File: src/shared/i2c_master_consts.svh
/*
  Holds the address map, field positions, reset values and bus answer codes of the I2C master data and count
  registers. Assumes inclusion by bare name from the package, the checker and the testbench.
*/
`ifndef I2C_MASTER_CONSTS_SVH
`define I2C_MASTER_CONSTS_SVH

// ************************************************************
// Register byte addresses
// ************************************************************
`define ADDR_RECEIVE_BYTE 32'hFFFF0888
`define ADDR_TRANSMIT_BYTE 32'hFFFF088C
`define ADDR_READ_LENGTH 32'hFFFF0890
`define ADDR_READ_PROGRESS 32'hFFFF0894
`define ADDR_TARGET_ADDRESS 32'hFFFF0898
`define ADDR_CLOCK_DIVIDER 32'hFFFF08A4
`define ADDR_MASTER_STATUS 32'hFFFF08A8

// ************************************************************
// Reset values
// ************************************************************
`define RST_BYTE 8'h00
`define RST_READ_LENGTH 9'h000
`define RST_CLOCK_DIVIDER 16'h1F1F

// ************************************************************
// Field positions
// ************************************************************
`define LEN_EXT_BIT 8
`define ADDR_DIR_BIT 0
`define DIV_HIGH_MSB 15
`define DIV_HIGH_LSB 8
`define DIV_LOW_MSB 7
`define DIV_LOW_LSB 0
`define STAT_BUSY_BIT 0
`define STAT_NACK_BIT 1

// ************************************************************
// Bit counting and bus answers
// ************************************************************
`define LAST_DATA_BIT 4'h7
`define ACK_BIT 4'h8
`define RESP_OKAY 2'h0
`define RESP_SLVERR 2'h2

`endif

File: src/shared/i2c_master_pkg.sv
/*
  Holds the types of the I2C master: engine states and byte kinds.
  Assumes the constants header is on the include path.
*/
`default_nettype none
package i2c_master_pkg;
  `include "i2c_master_consts.svh"

  typedef enum logic [2:0] {
    ST_IDLE = 3'b000,
    ST_START = 3'b001,
    ST_BIT_LOW = 3'b010,
    ST_BIT_HIGH = 3'b011,
    ST_STOP_LOW = 3'b100,
    ST_STOP_HIGH = 3'b101
  } engine_state_e;

  typedef enum logic [1:0] {
    KIND_ADDRESS = 2'b00,
    KIND_TRANSMIT = 2'b01,
    KIND_RECEIVE = 2'b10
  } byte_kind_e;
endpackage
`default_nettype wire

File: src/shared/scl_timing_if.sv
/*
  Carries the divider setting, run request, current clock half and phase tick between the engine and the
  serial clock timer. Assumes both ends share one clock.
*/
`timescale 1ns/1ns
`default_nettype none
interface scl_timing_if;
  logic [15:0] divValue;
  logic run;
  logic sclHigh;
  logic tick;

  modport engine (output divValue, output run, output sclHigh, input tick);
  modport timer (input divValue, input run, input sclHigh, output tick);
endinterface
`default_nettype wire

File: src/rtl/scl_timer.sv
/*
  Holds the serial clock phase timer: one tick at the end of each clock half, high half from the upper
  divider byte, low half from the lower. Assumes a single clock and synchronous reset.
*/
`timescale 1ns/1ns
`default_nettype none
module scl_timer
  import i2c_master_pkg::*;
(
  input wire logic clock,
  input wire logic srst,
  scl_timing_if.timer tim
);

  logic [7:0] count_q;
  logic [7:0] limit;
  logic tick_q;

  // ************************************************************
  // Half period length
  // ************************************************************
  always_comb begin
    if (tim.sclHigh) begin
      limit = tim.divValue[`DIV_HIGH_MSB:`DIV_HIGH_LSB];
    end else begin
      limit = tim.divValue[`DIV_LOW_MSB:`DIV_LOW_LSB];
    end
  end

  // ************************************************************
  // Counter and tick
  // ************************************************************
  always_ff @(posedge clock) begin
    if (srst || !tim.run || tick_q) begin
      count_q <= 8'h00;
      tick_q <= 1'b0;
    end else if (count_q >= limit) begin
      count_q <= 8'h00;
      tick_q <= 1'b1;
    end else begin
      count_q <= count_q + 8'h01;
      tick_q <= 1'b0;
    end
  end

  assign tim.tick = tick_q;

endmodule // scl_timer
`default_nettype wire

File: src/rtl/i2c_master_data_count_regs.sv
/*
  Holds the I2C master data path: receive, transmit, read length, read progress, target address and clock
  divider registers on an Avalon-MM slave with waitrequest, plus a byte engine on open-drain SCL and SDA.
  Assumes a 100 MHz clock, synchronous reset, and external pull-ups resolving the open-drain wires.
*/
// Overview of operation
// - Software loads read length before starting reads
// - Length low byte is byte total minus one
// - Bit eight extends reads beyond 256 bytes
// - Eight-bit read-only count of received bytes
// - Clock divider resets to 0x1F1F
// - Address bits 7:1 target, bit 0 direction
// - Divider sets serial clock frequency
`timescale 1ns/1ns
`default_nettype none
module i2c_master_data_count_regs
  import i2c_master_pkg::*;
(
  input wire logic clock,
  input wire logic srst,
  input wire logic [31:0] avsAddress,
  input wire logic avsRead,
  input wire logic avsWrite,
  input wire logic [31:0] avsWriteData,
  input wire logic [3:0] avsByteEnable,
  output logic [31:0] avsReadData,
  output logic [1:0] avsResponse,
  output logic avsWaitRequest,
  input wire logic sclIn,
  output logic sclOut,
  output logic sclOeN,
  input wire logic sdaIn,
  output logic sdaOut,
  output logic sdaOeN
);

  // ************************************************************
  // Helpers
  // ************************************************************
  function automatic logic [15:0] mergeLanes(input logic [15:0] old, input logic [31:0] wr, input logic [3:0] be);
    logic [15:0] res;
    res = old;
    if (be[0]) begin
      res[7:0] = wr[7:0];
    end
    if (be[1]) begin
      res[15:8] = wr[15:8];
    end
    return res;
  endfunction

  function automatic logic isMapped(input logic [31:0] a);
    return a == `ADDR_RECEIVE_BYTE || a == `ADDR_TRANSMIT_BYTE || a == `ADDR_READ_LENGTH ||
           a == `ADDR_READ_PROGRESS || a == `ADDR_TARGET_ADDRESS || a == `ADDR_CLOCK_DIVIDER ||
           a == `ADDR_MASTER_STATUS;
  endfunction

  // ************************************************************
  // Declarations
  // ************************************************************
  logic [7:0] receiveByte_q;
  logic [7:0] transmitByte_q;
  logic [8:0] readLength_q;
  logic [9:0] rxCount_q;
  logic [7:0] targetAddress_q;
  logic [15:0] clockDivider_q;
  logic nack_q;
  engine_state_e state_q;
  byte_kind_e kind_q;
  logic [7:0] shift_q;
  logic [3:0] bitCnt_q;
  logic lastByte_q;
  logic sclOeN_q;
  logic sdaOeN_q;
  logic waitReq_q;
  logic [31:0] readData_q;
  logic [1:0] response_q;
  logic accept;
  logic busWrite;
  logic startReq;
  logic [9:0] rxTotal;
  logic [7:0] newShift;
  logic tick;

  scl_timing_if tim ();

  scl_timer u_timer (
    .clock(clock),
    .srst(srst),
    .tim(tim.timer)
  );

  assign tim.divValue = clockDivider_q;
  assign tim.run = state_q != ST_IDLE;
  assign tim.sclHigh = sclOeN_q;
  assign tick = tim.tick;

  assign accept = (avsRead || avsWrite) && !waitReq_q;
  assign busWrite = avsWrite && !waitReq_q;
  assign startReq = busWrite && avsByteEnable[0] && avsAddress == `ADDR_TARGET_ADDRESS && state_q == ST_IDLE;
  assign rxTotal = {1'b0, readLength_q} + 10'h001;
  assign newShift = {shift_q[6:0], sdaIn};

  // ************************************************************
  // Avalon answer: one wait cycle, then waitrequest low one cycle
  // ************************************************************
  always_ff @(posedge clock) begin
    if (srst) begin
      waitReq_q <= 1'b1;
      readData_q <= 32'h00000000;
      response_q <= `RESP_OKAY;
    end else begin
      waitReq_q <= !((avsRead || avsWrite) && waitReq_q);
      if ((avsRead || avsWrite) && waitReq_q) begin
        response_q <= isMapped(avsAddress) ? `RESP_OKAY : `RESP_SLVERR;
        case (avsAddress)
          `ADDR_RECEIVE_BYTE: readData_q <= {24'h000000, receiveByte_q};
          `ADDR_TRANSMIT_BYTE: readData_q <= {24'h000000, transmitByte_q};
          `ADDR_READ_LENGTH: readData_q <= {23'h000000, readLength_q};
          `ADDR_READ_PROGRESS: readData_q <= {24'h000000, rxCount_q[7:0]};
          `ADDR_TARGET_ADDRESS: readData_q <= {24'h000000, targetAddress_q};
          `ADDR_CLOCK_DIVIDER: readData_q <= {16'h0000, clockDivider_q};
          `ADDR_MASTER_STATUS: readData_q <= {30'h00000000, nack_q, state_q != ST_IDLE};
          default: readData_q <= 32'h00000000;
        endcase
      end
    end
  end

  // ************************************************************
  // Software written registers
  // ************************************************************
  always_ff @(posedge clock) begin
    if (srst) begin
      transmitByte_q <= `RST_BYTE;
      readLength_q <= `RST_READ_LENGTH;
      targetAddress_q <= `RST_BYTE;
      clockDivider_q <= `RST_CLOCK_DIVIDER;
    end else if (busWrite) begin
      case (avsAddress)
        `ADDR_TRANSMIT_BYTE: transmitByte_q <= 8'(mergeLanes({8'h00, transmitByte_q}, avsWriteData, avsByteEnable));
        `ADDR_READ_LENGTH: readLength_q <= 9'(mergeLanes({7'h00, readLength_q}, avsWriteData, avsByteEnable));
        `ADDR_TARGET_ADDRESS: targetAddress_q <= 8'(mergeLanes({8'h00, targetAddress_q}, avsWriteData, avsByteEnable));
        `ADDR_CLOCK_DIVIDER: clockDivider_q <= mergeLanes(clockDivider_q, avsWriteData, avsByteEnable);
        default: ;
      endcase
    end
  end

  // ************************************************************
  // Received data and progress count
  // ************************************************************
  always_ff @(posedge clock) begin
    if (srst) begin
      receiveByte_q <= `RST_BYTE;
      rxCount_q <= 10'h000;
    end else if (startReq) begin
      rxCount_q <= 10'h000;
    end else if (state_q == ST_BIT_HIGH && tick && kind_q == KIND_RECEIVE && bitCnt_q == `LAST_DATA_BIT) begin
      receiveByte_q <= newShift;
      rxCount_q <= rxCount_q + 10'h001;
    end
  end

  // ************************************************************
  // Byte engine
  // ************************************************************
  always_ff @(posedge clock) begin
    if (srst) begin
      state_q <= ST_IDLE;
      kind_q <= KIND_ADDRESS;
      shift_q <= 8'h00;
      bitCnt_q <= 4'h0;
      lastByte_q <= 1'b0;
      nack_q <= 1'b0;
      sclOeN_q <= 1'b1;
      sdaOeN_q <= 1'b1;
    end else begin
      case (state_q)
        ST_IDLE: begin
          if (startReq) begin
            shift_q <= avsWriteData[7:0];
            kind_q <= KIND_ADDRESS;
            nack_q <= 1'b0;
            sdaOeN_q <= 1'b0;
            state_q <= ST_START;
          end
        end
        ST_START: begin
          if (tick) begin
            sclOeN_q <= 1'b0;
            sdaOeN_q <= shift_q[7];
            bitCnt_q <= 4'h0;
            state_q <= ST_BIT_LOW;
          end
        end
        ST_BIT_LOW: begin
          if (tick) begin
            sclOeN_q <= 1'b1;
            state_q <= ST_BIT_HIGH;
          end
        end
        ST_BIT_HIGH: begin
          if (tick) begin
            sclOeN_q <= 1'b0;
            state_q <= ST_BIT_LOW;
            if (bitCnt_q != `ACK_BIT) begin
              shift_q <= newShift;
              bitCnt_q <= bitCnt_q + 4'h1;
              if (bitCnt_q != `LAST_DATA_BIT) begin
                sdaOeN_q <= (kind_q == KIND_RECEIVE) ? 1'b1 : newShift[7];
              end else if (kind_q == KIND_RECEIVE) begin
                lastByte_q <= rxCount_q + 10'h001 >= rxTotal;
                sdaOeN_q <= rxCount_q + 10'h001 >= rxTotal;
              end else begin
                sdaOeN_q <= 1'b1;
              end
            end else begin
              bitCnt_q <= 4'h0;
              if (kind_q != KIND_RECEIVE && sdaIn) begin
                nack_q <= 1'b1;
                sdaOeN_q <= 1'b0;
                state_q <= ST_STOP_LOW;
              end else if (kind_q == KIND_ADDRESS && targetAddress_q[`ADDR_DIR_BIT]) begin
                kind_q <= KIND_RECEIVE;
                sdaOeN_q <= 1'b1;
              end else if (kind_q == KIND_ADDRESS) begin
                kind_q <= KIND_TRANSMIT;
                shift_q <= transmitByte_q;
                sdaOeN_q <= transmitByte_q[7];
              end else if (kind_q == KIND_RECEIVE && !lastByte_q) begin
                sdaOeN_q <= 1'b1;
              end else begin
                sdaOeN_q <= 1'b0;
                state_q <= ST_STOP_LOW;
              end
            end
          end
        end
        ST_STOP_LOW: begin
          if (tick) begin
            sclOeN_q <= 1'b1;
            state_q <= ST_STOP_HIGH;
          end
        end
        ST_STOP_HIGH: begin
          if (tick) begin
            sdaOeN_q <= 1'b1;
            state_q <= ST_IDLE;
          end
        end
        default: state_q <= ST_IDLE;
      endcase
    end
  end

  // ************************************************************
  // Output flops
  // ************************************************************
  always_ff @(posedge clock) begin
    if (srst) begin
      sclOut <= 1'b0;
      sdaOut <= 1'b0;
    end else begin
      sclOut <= 1'b0;
      sdaOut <= 1'b0;
    end
  end

  assign sclOeN = sclOeN_q;
  assign sdaOeN = sdaOeN_q;
  assign avsWaitRequest = waitReq_q;
  assign avsReadData = readData_q;
  assign avsResponse = response_q;

  logic unusedScl;
  assign unusedScl = sclIn;

endmodule // i2c_master_data_count_regs
`default_nettype wire

File: config.mk
export PLATFORM = sky130hd
export DESIGN_NAME = i2c_master_data_count_regs
export DESIGN_NICKNAME = d
export VERILOG_FILES = /design/src/shared/i2c_master_pkg.sv /design/src/shared/scl_timing_if.sv /design/src/rtl/scl_timer.sv /design/src/rtl/i2c_master_data_count_regs.sv
export VERILOG_INCLUDE_DIRS = /design/src /design/src/shared
export SDC_FILE = /design/constraint.sdc
export NUM_CORES = 1
export LEC_CHECK = 0
export ABC_AREA = 0
export BUFFER_PORTS_ARGS = -buffer_cell sky130_fd_sc_hd__buf_4
export CAP_MARGIN = 20
export CORE_ASPECT_RATIO = 0.8
export CORE_MARGIN = 5
export CORE_UTILIZATION = 60
export CTS_CLUSTER_DIAMETER = 80
export CTS_CLUSTER_SIZE = 40
export DETAILED_ROUTE_END_ITERATION = 7
export GPL_ROUTABILITY_DRIVEN = 1
export GPL_TIMING_DRIVEN = 0
export PLACE_DENSITY = 0.86
export SYNTH_ARGS = -nofsm -noshare
export SYNTH_HDL_FRONTEND = slang
export SYNTH_SLANG_ARGS = --single-unit
File: constraint.sdc
create_clock -name clock -period 4.05 [get_ports clock]
set_clock_uncertainty 0.1 [all_clocks]
set_input_delay 0.2025 -clock clock [delete_from_list [all_inputs] [get_ports clock]]
set_output_delay 0.2025 -clock clock [all_outputs]
set_load 0.005 [all_outputs]
==> results.toml <==
[clock_tree]
cts_buffers = 9
clock_path_buffers = 2
clock_latency_ns = 0.35
clock_sinks = 107
clockRootBuffer = "clkbuf_16"
clk_pin_slew_ns = 0.08
h-tree-depth = 3
ctsResizeCount = 0
cts_tree = "yes"

[floorplan]
io_pins = 113
fp-row-count = 32
initial_utilization = 0.613
die_x_um = 121
die-area_mm2 = 0.0119
core_mm2 = 0.00961
die_h_um = 98.6

[synthesis]
ys_ff_latch = 107
synth_async_sr_flop_share = 0
synth.avg_cell_area_um2 = 8.64
synth_top_area_share = 0.364
synth_warnings = 0
yosys.cell_count.top_type = "dfxtp_1"
yosysUniqueCellTypes = 63
synthTopCellsByArea = "dfxtp_1 36%, mux2i_1 9.2%, ha_1 4.9%"
synth_area_mm2 = 0.00589
yosysTopAreaCell = "dfxtp_1"
synthTopCellsByCount = "107 x dfxtp_1, 63 x nor2_1, 61 x nand2_1"
syn_inst = 682
seq_area_frac_synth = 0.364
yosys_most_used_dff = "dfxtp_1"
synth_edf_count = 0

[sta]
rsz0062_at_grt = "no"
period_share = 0.743
finalMaxSlewViolations = 0
fmax_mhz = 332
final-hold-violation-count = 0
tns_ns = 0
setup_violations = 0
worst_pin_slew_ns = 0.907
period_minus_slack_ns = 3.01
slew_headroom = 0.391

[detailed_routing]
vias = 5586
postRouteWirelength_um = 17200
via_per_inst = 6.10
drc = 0
ant_nets = 0
post_drt_wl_per_cell_um = 18.8
firstDrtPassIters = 5
drtIter0Drc = 633

[global_route]
gr-usage-all-layers = 0.287
grt_pass1_vias = 5410
antenna_found_initial = 0
grt_overflow = 0
grt_max_degree = 20
grt_pass1_wl_um = 27500

[pwr]
finalPower_w = 0.00220
power_density_mw_per_mm2 = 312
vdd_ir_drop_max_mv = 0.232
p_leak_nw = 3.09

[setup_path]
startpoint_type = "flop"
cp.required_ns = 4.21
crit_fanout = 10
cp.arrival_ns = 3.17
cp-end-kind = "flop"
crit_type = "reg2reg"

[cells_and_area]
final_nets = 888
syn2layout_area_growth_pct = 19.8
insertedDiodeCount = 0
drive_gt1_frac = 0.176

[placement]
dp_hpwl_um = 13100
port_buffers = 72
place.gp.congestion = 0.952

[flow_run]
maxCapViolCount = 0

[worst_hold_path]
min_path_type = "in2reg"

[run_status]
outcome = "complete, no violations"
-- final timing paths --
path | from | end | slack, ns | cells after the start
setup reg to reg | sclOeN | u_timer.count_q[5] | 1.04 | 7
hold reg to reg | avsReadData[9] | avsReadData[9] | 0.36 | 2
hold / removal | avsWriteData[14] | clockDivider_q[14] | 0.005 | 3
setup / recovery | sclOeN | u_timer.count_q[5] | 1.04 | 7
-- critical path: stages, from the launching register on --
cell,delay (ns)
dfxtp_1,0.33
clkbuf_1,0.57
mux2i_1,0.36
ha_1,0.30
a2111oi_0,0.54
nor2b_1,0.20
o21ai_1,0.23
a211oi_1,0.29
-- logic make-up after synthesis --
| family | share of synthesized area |
|---|---|
| adders and majority gates | 0.0489 |
| other | 0.000637 |
| AOI/OAI and AO/OA | 0.160 |
| DFF | 0.364 |
| and+or+nand+nor | 0.220 |
| buffers and inverters | 0.0627 |
| xor gates and xnor gates | 0.0446 |
| muxes | 0.0994 |
-- stage by stage --
| stage | area, um^2 | util | hold slack (ns) | setup slack (ns) | std cells |
|---|---|---|---|---|---|
| 2_1_floorplan | 5960 | - | 0.220 | 1.62 | 700 |
| 3_3_place_gp | 6650 | 0.692 | 0.306 | 1.28 | 891 |
| 3_5_place_dp | 6650 | 0.692 | 0.309 | 1.06 | 891 |
| 4_1_cts | 7050 | 0.734 | 0.00467 | 1.04 | 914 |
| 5_1_grt | 7050 | 0.734 | 0.0189 | 0.761 | 915 |
| 6_report | 7050 | 0.734 | 0.00479 | 1.04 | 915 |
-- metal layers --
| layer | global-route usage | part of all wire |
|---|---|---|
| met1 | 0.389 | 0.43 |
| met2 | 0.457 | 0.45 |
| met3 | 0.0706 | 0.10 |
| met4 | 0.0801 | 0.015 |
| met5 | 0 | 0 |
-- flip-flops by register name (all words and copies together), names as in the netlist --
signal and cells:
shift_q 8, bitCnt_q 4, transmitByte_q 8, rxCount_q 10, u_timer.tim.tick 1, sclOeN 1
state_q 3, clockDivider_q 16, u_timer.count_q 8, avsReadData 16, kind_q 2, sdaOeN 1
readLength_q 9, nack_q 1, targetAddress_q 8, lastByte_q 1, avsResponse 1, avsWaitRequest 1
receiveByte_q 8
-- where the power goes --
| part | internal [W] | leakage [nW] | switching (W) | total [W] |
|---|---|---|---|---|
| Clock | 0.000555 | 0.163 | 0.000423 | 0.000978 |
| Sequential | 0.00105 | 0.862 | 0.00000133 | 0.00105 |
| Combinational | 0.0000767 | 2.07 | 0.0000913 | 0.000168 |
| Total | 0.00168 | 3.09 | 0.000516 | 0.00220 |
-- cell usage in the layout, fill, tap and decap left out, types with 19 or more instances in the layout --
master    instances
dfxtp_1         107
buf_4            91
nor2_1           63
nand2_1          61
mux2i_1          54
a21oi_1          51
nand3_1          36
clkbuf_1         26
ha_1             23
xor2_1           20
o21ai_0          19
conb_1           19
-- area by class of cell --
type	instances	area, um^2
multi-input cells	520	3450
fillers	745	2550
flip-flops and latches	107	2140
repair buffers	80	616
plain buffers	62	328
clock buffers	9	225
well taps	119	149
clock inverters	7	106
inverters	11	41.3
-- timing repair --
action	4_1_cts	5_1_grt
setup buffers	0	0
hold buffers	7	0
hold endpoints to repair	8	0
Note: power is estimated with default switching activity, not from simulation.
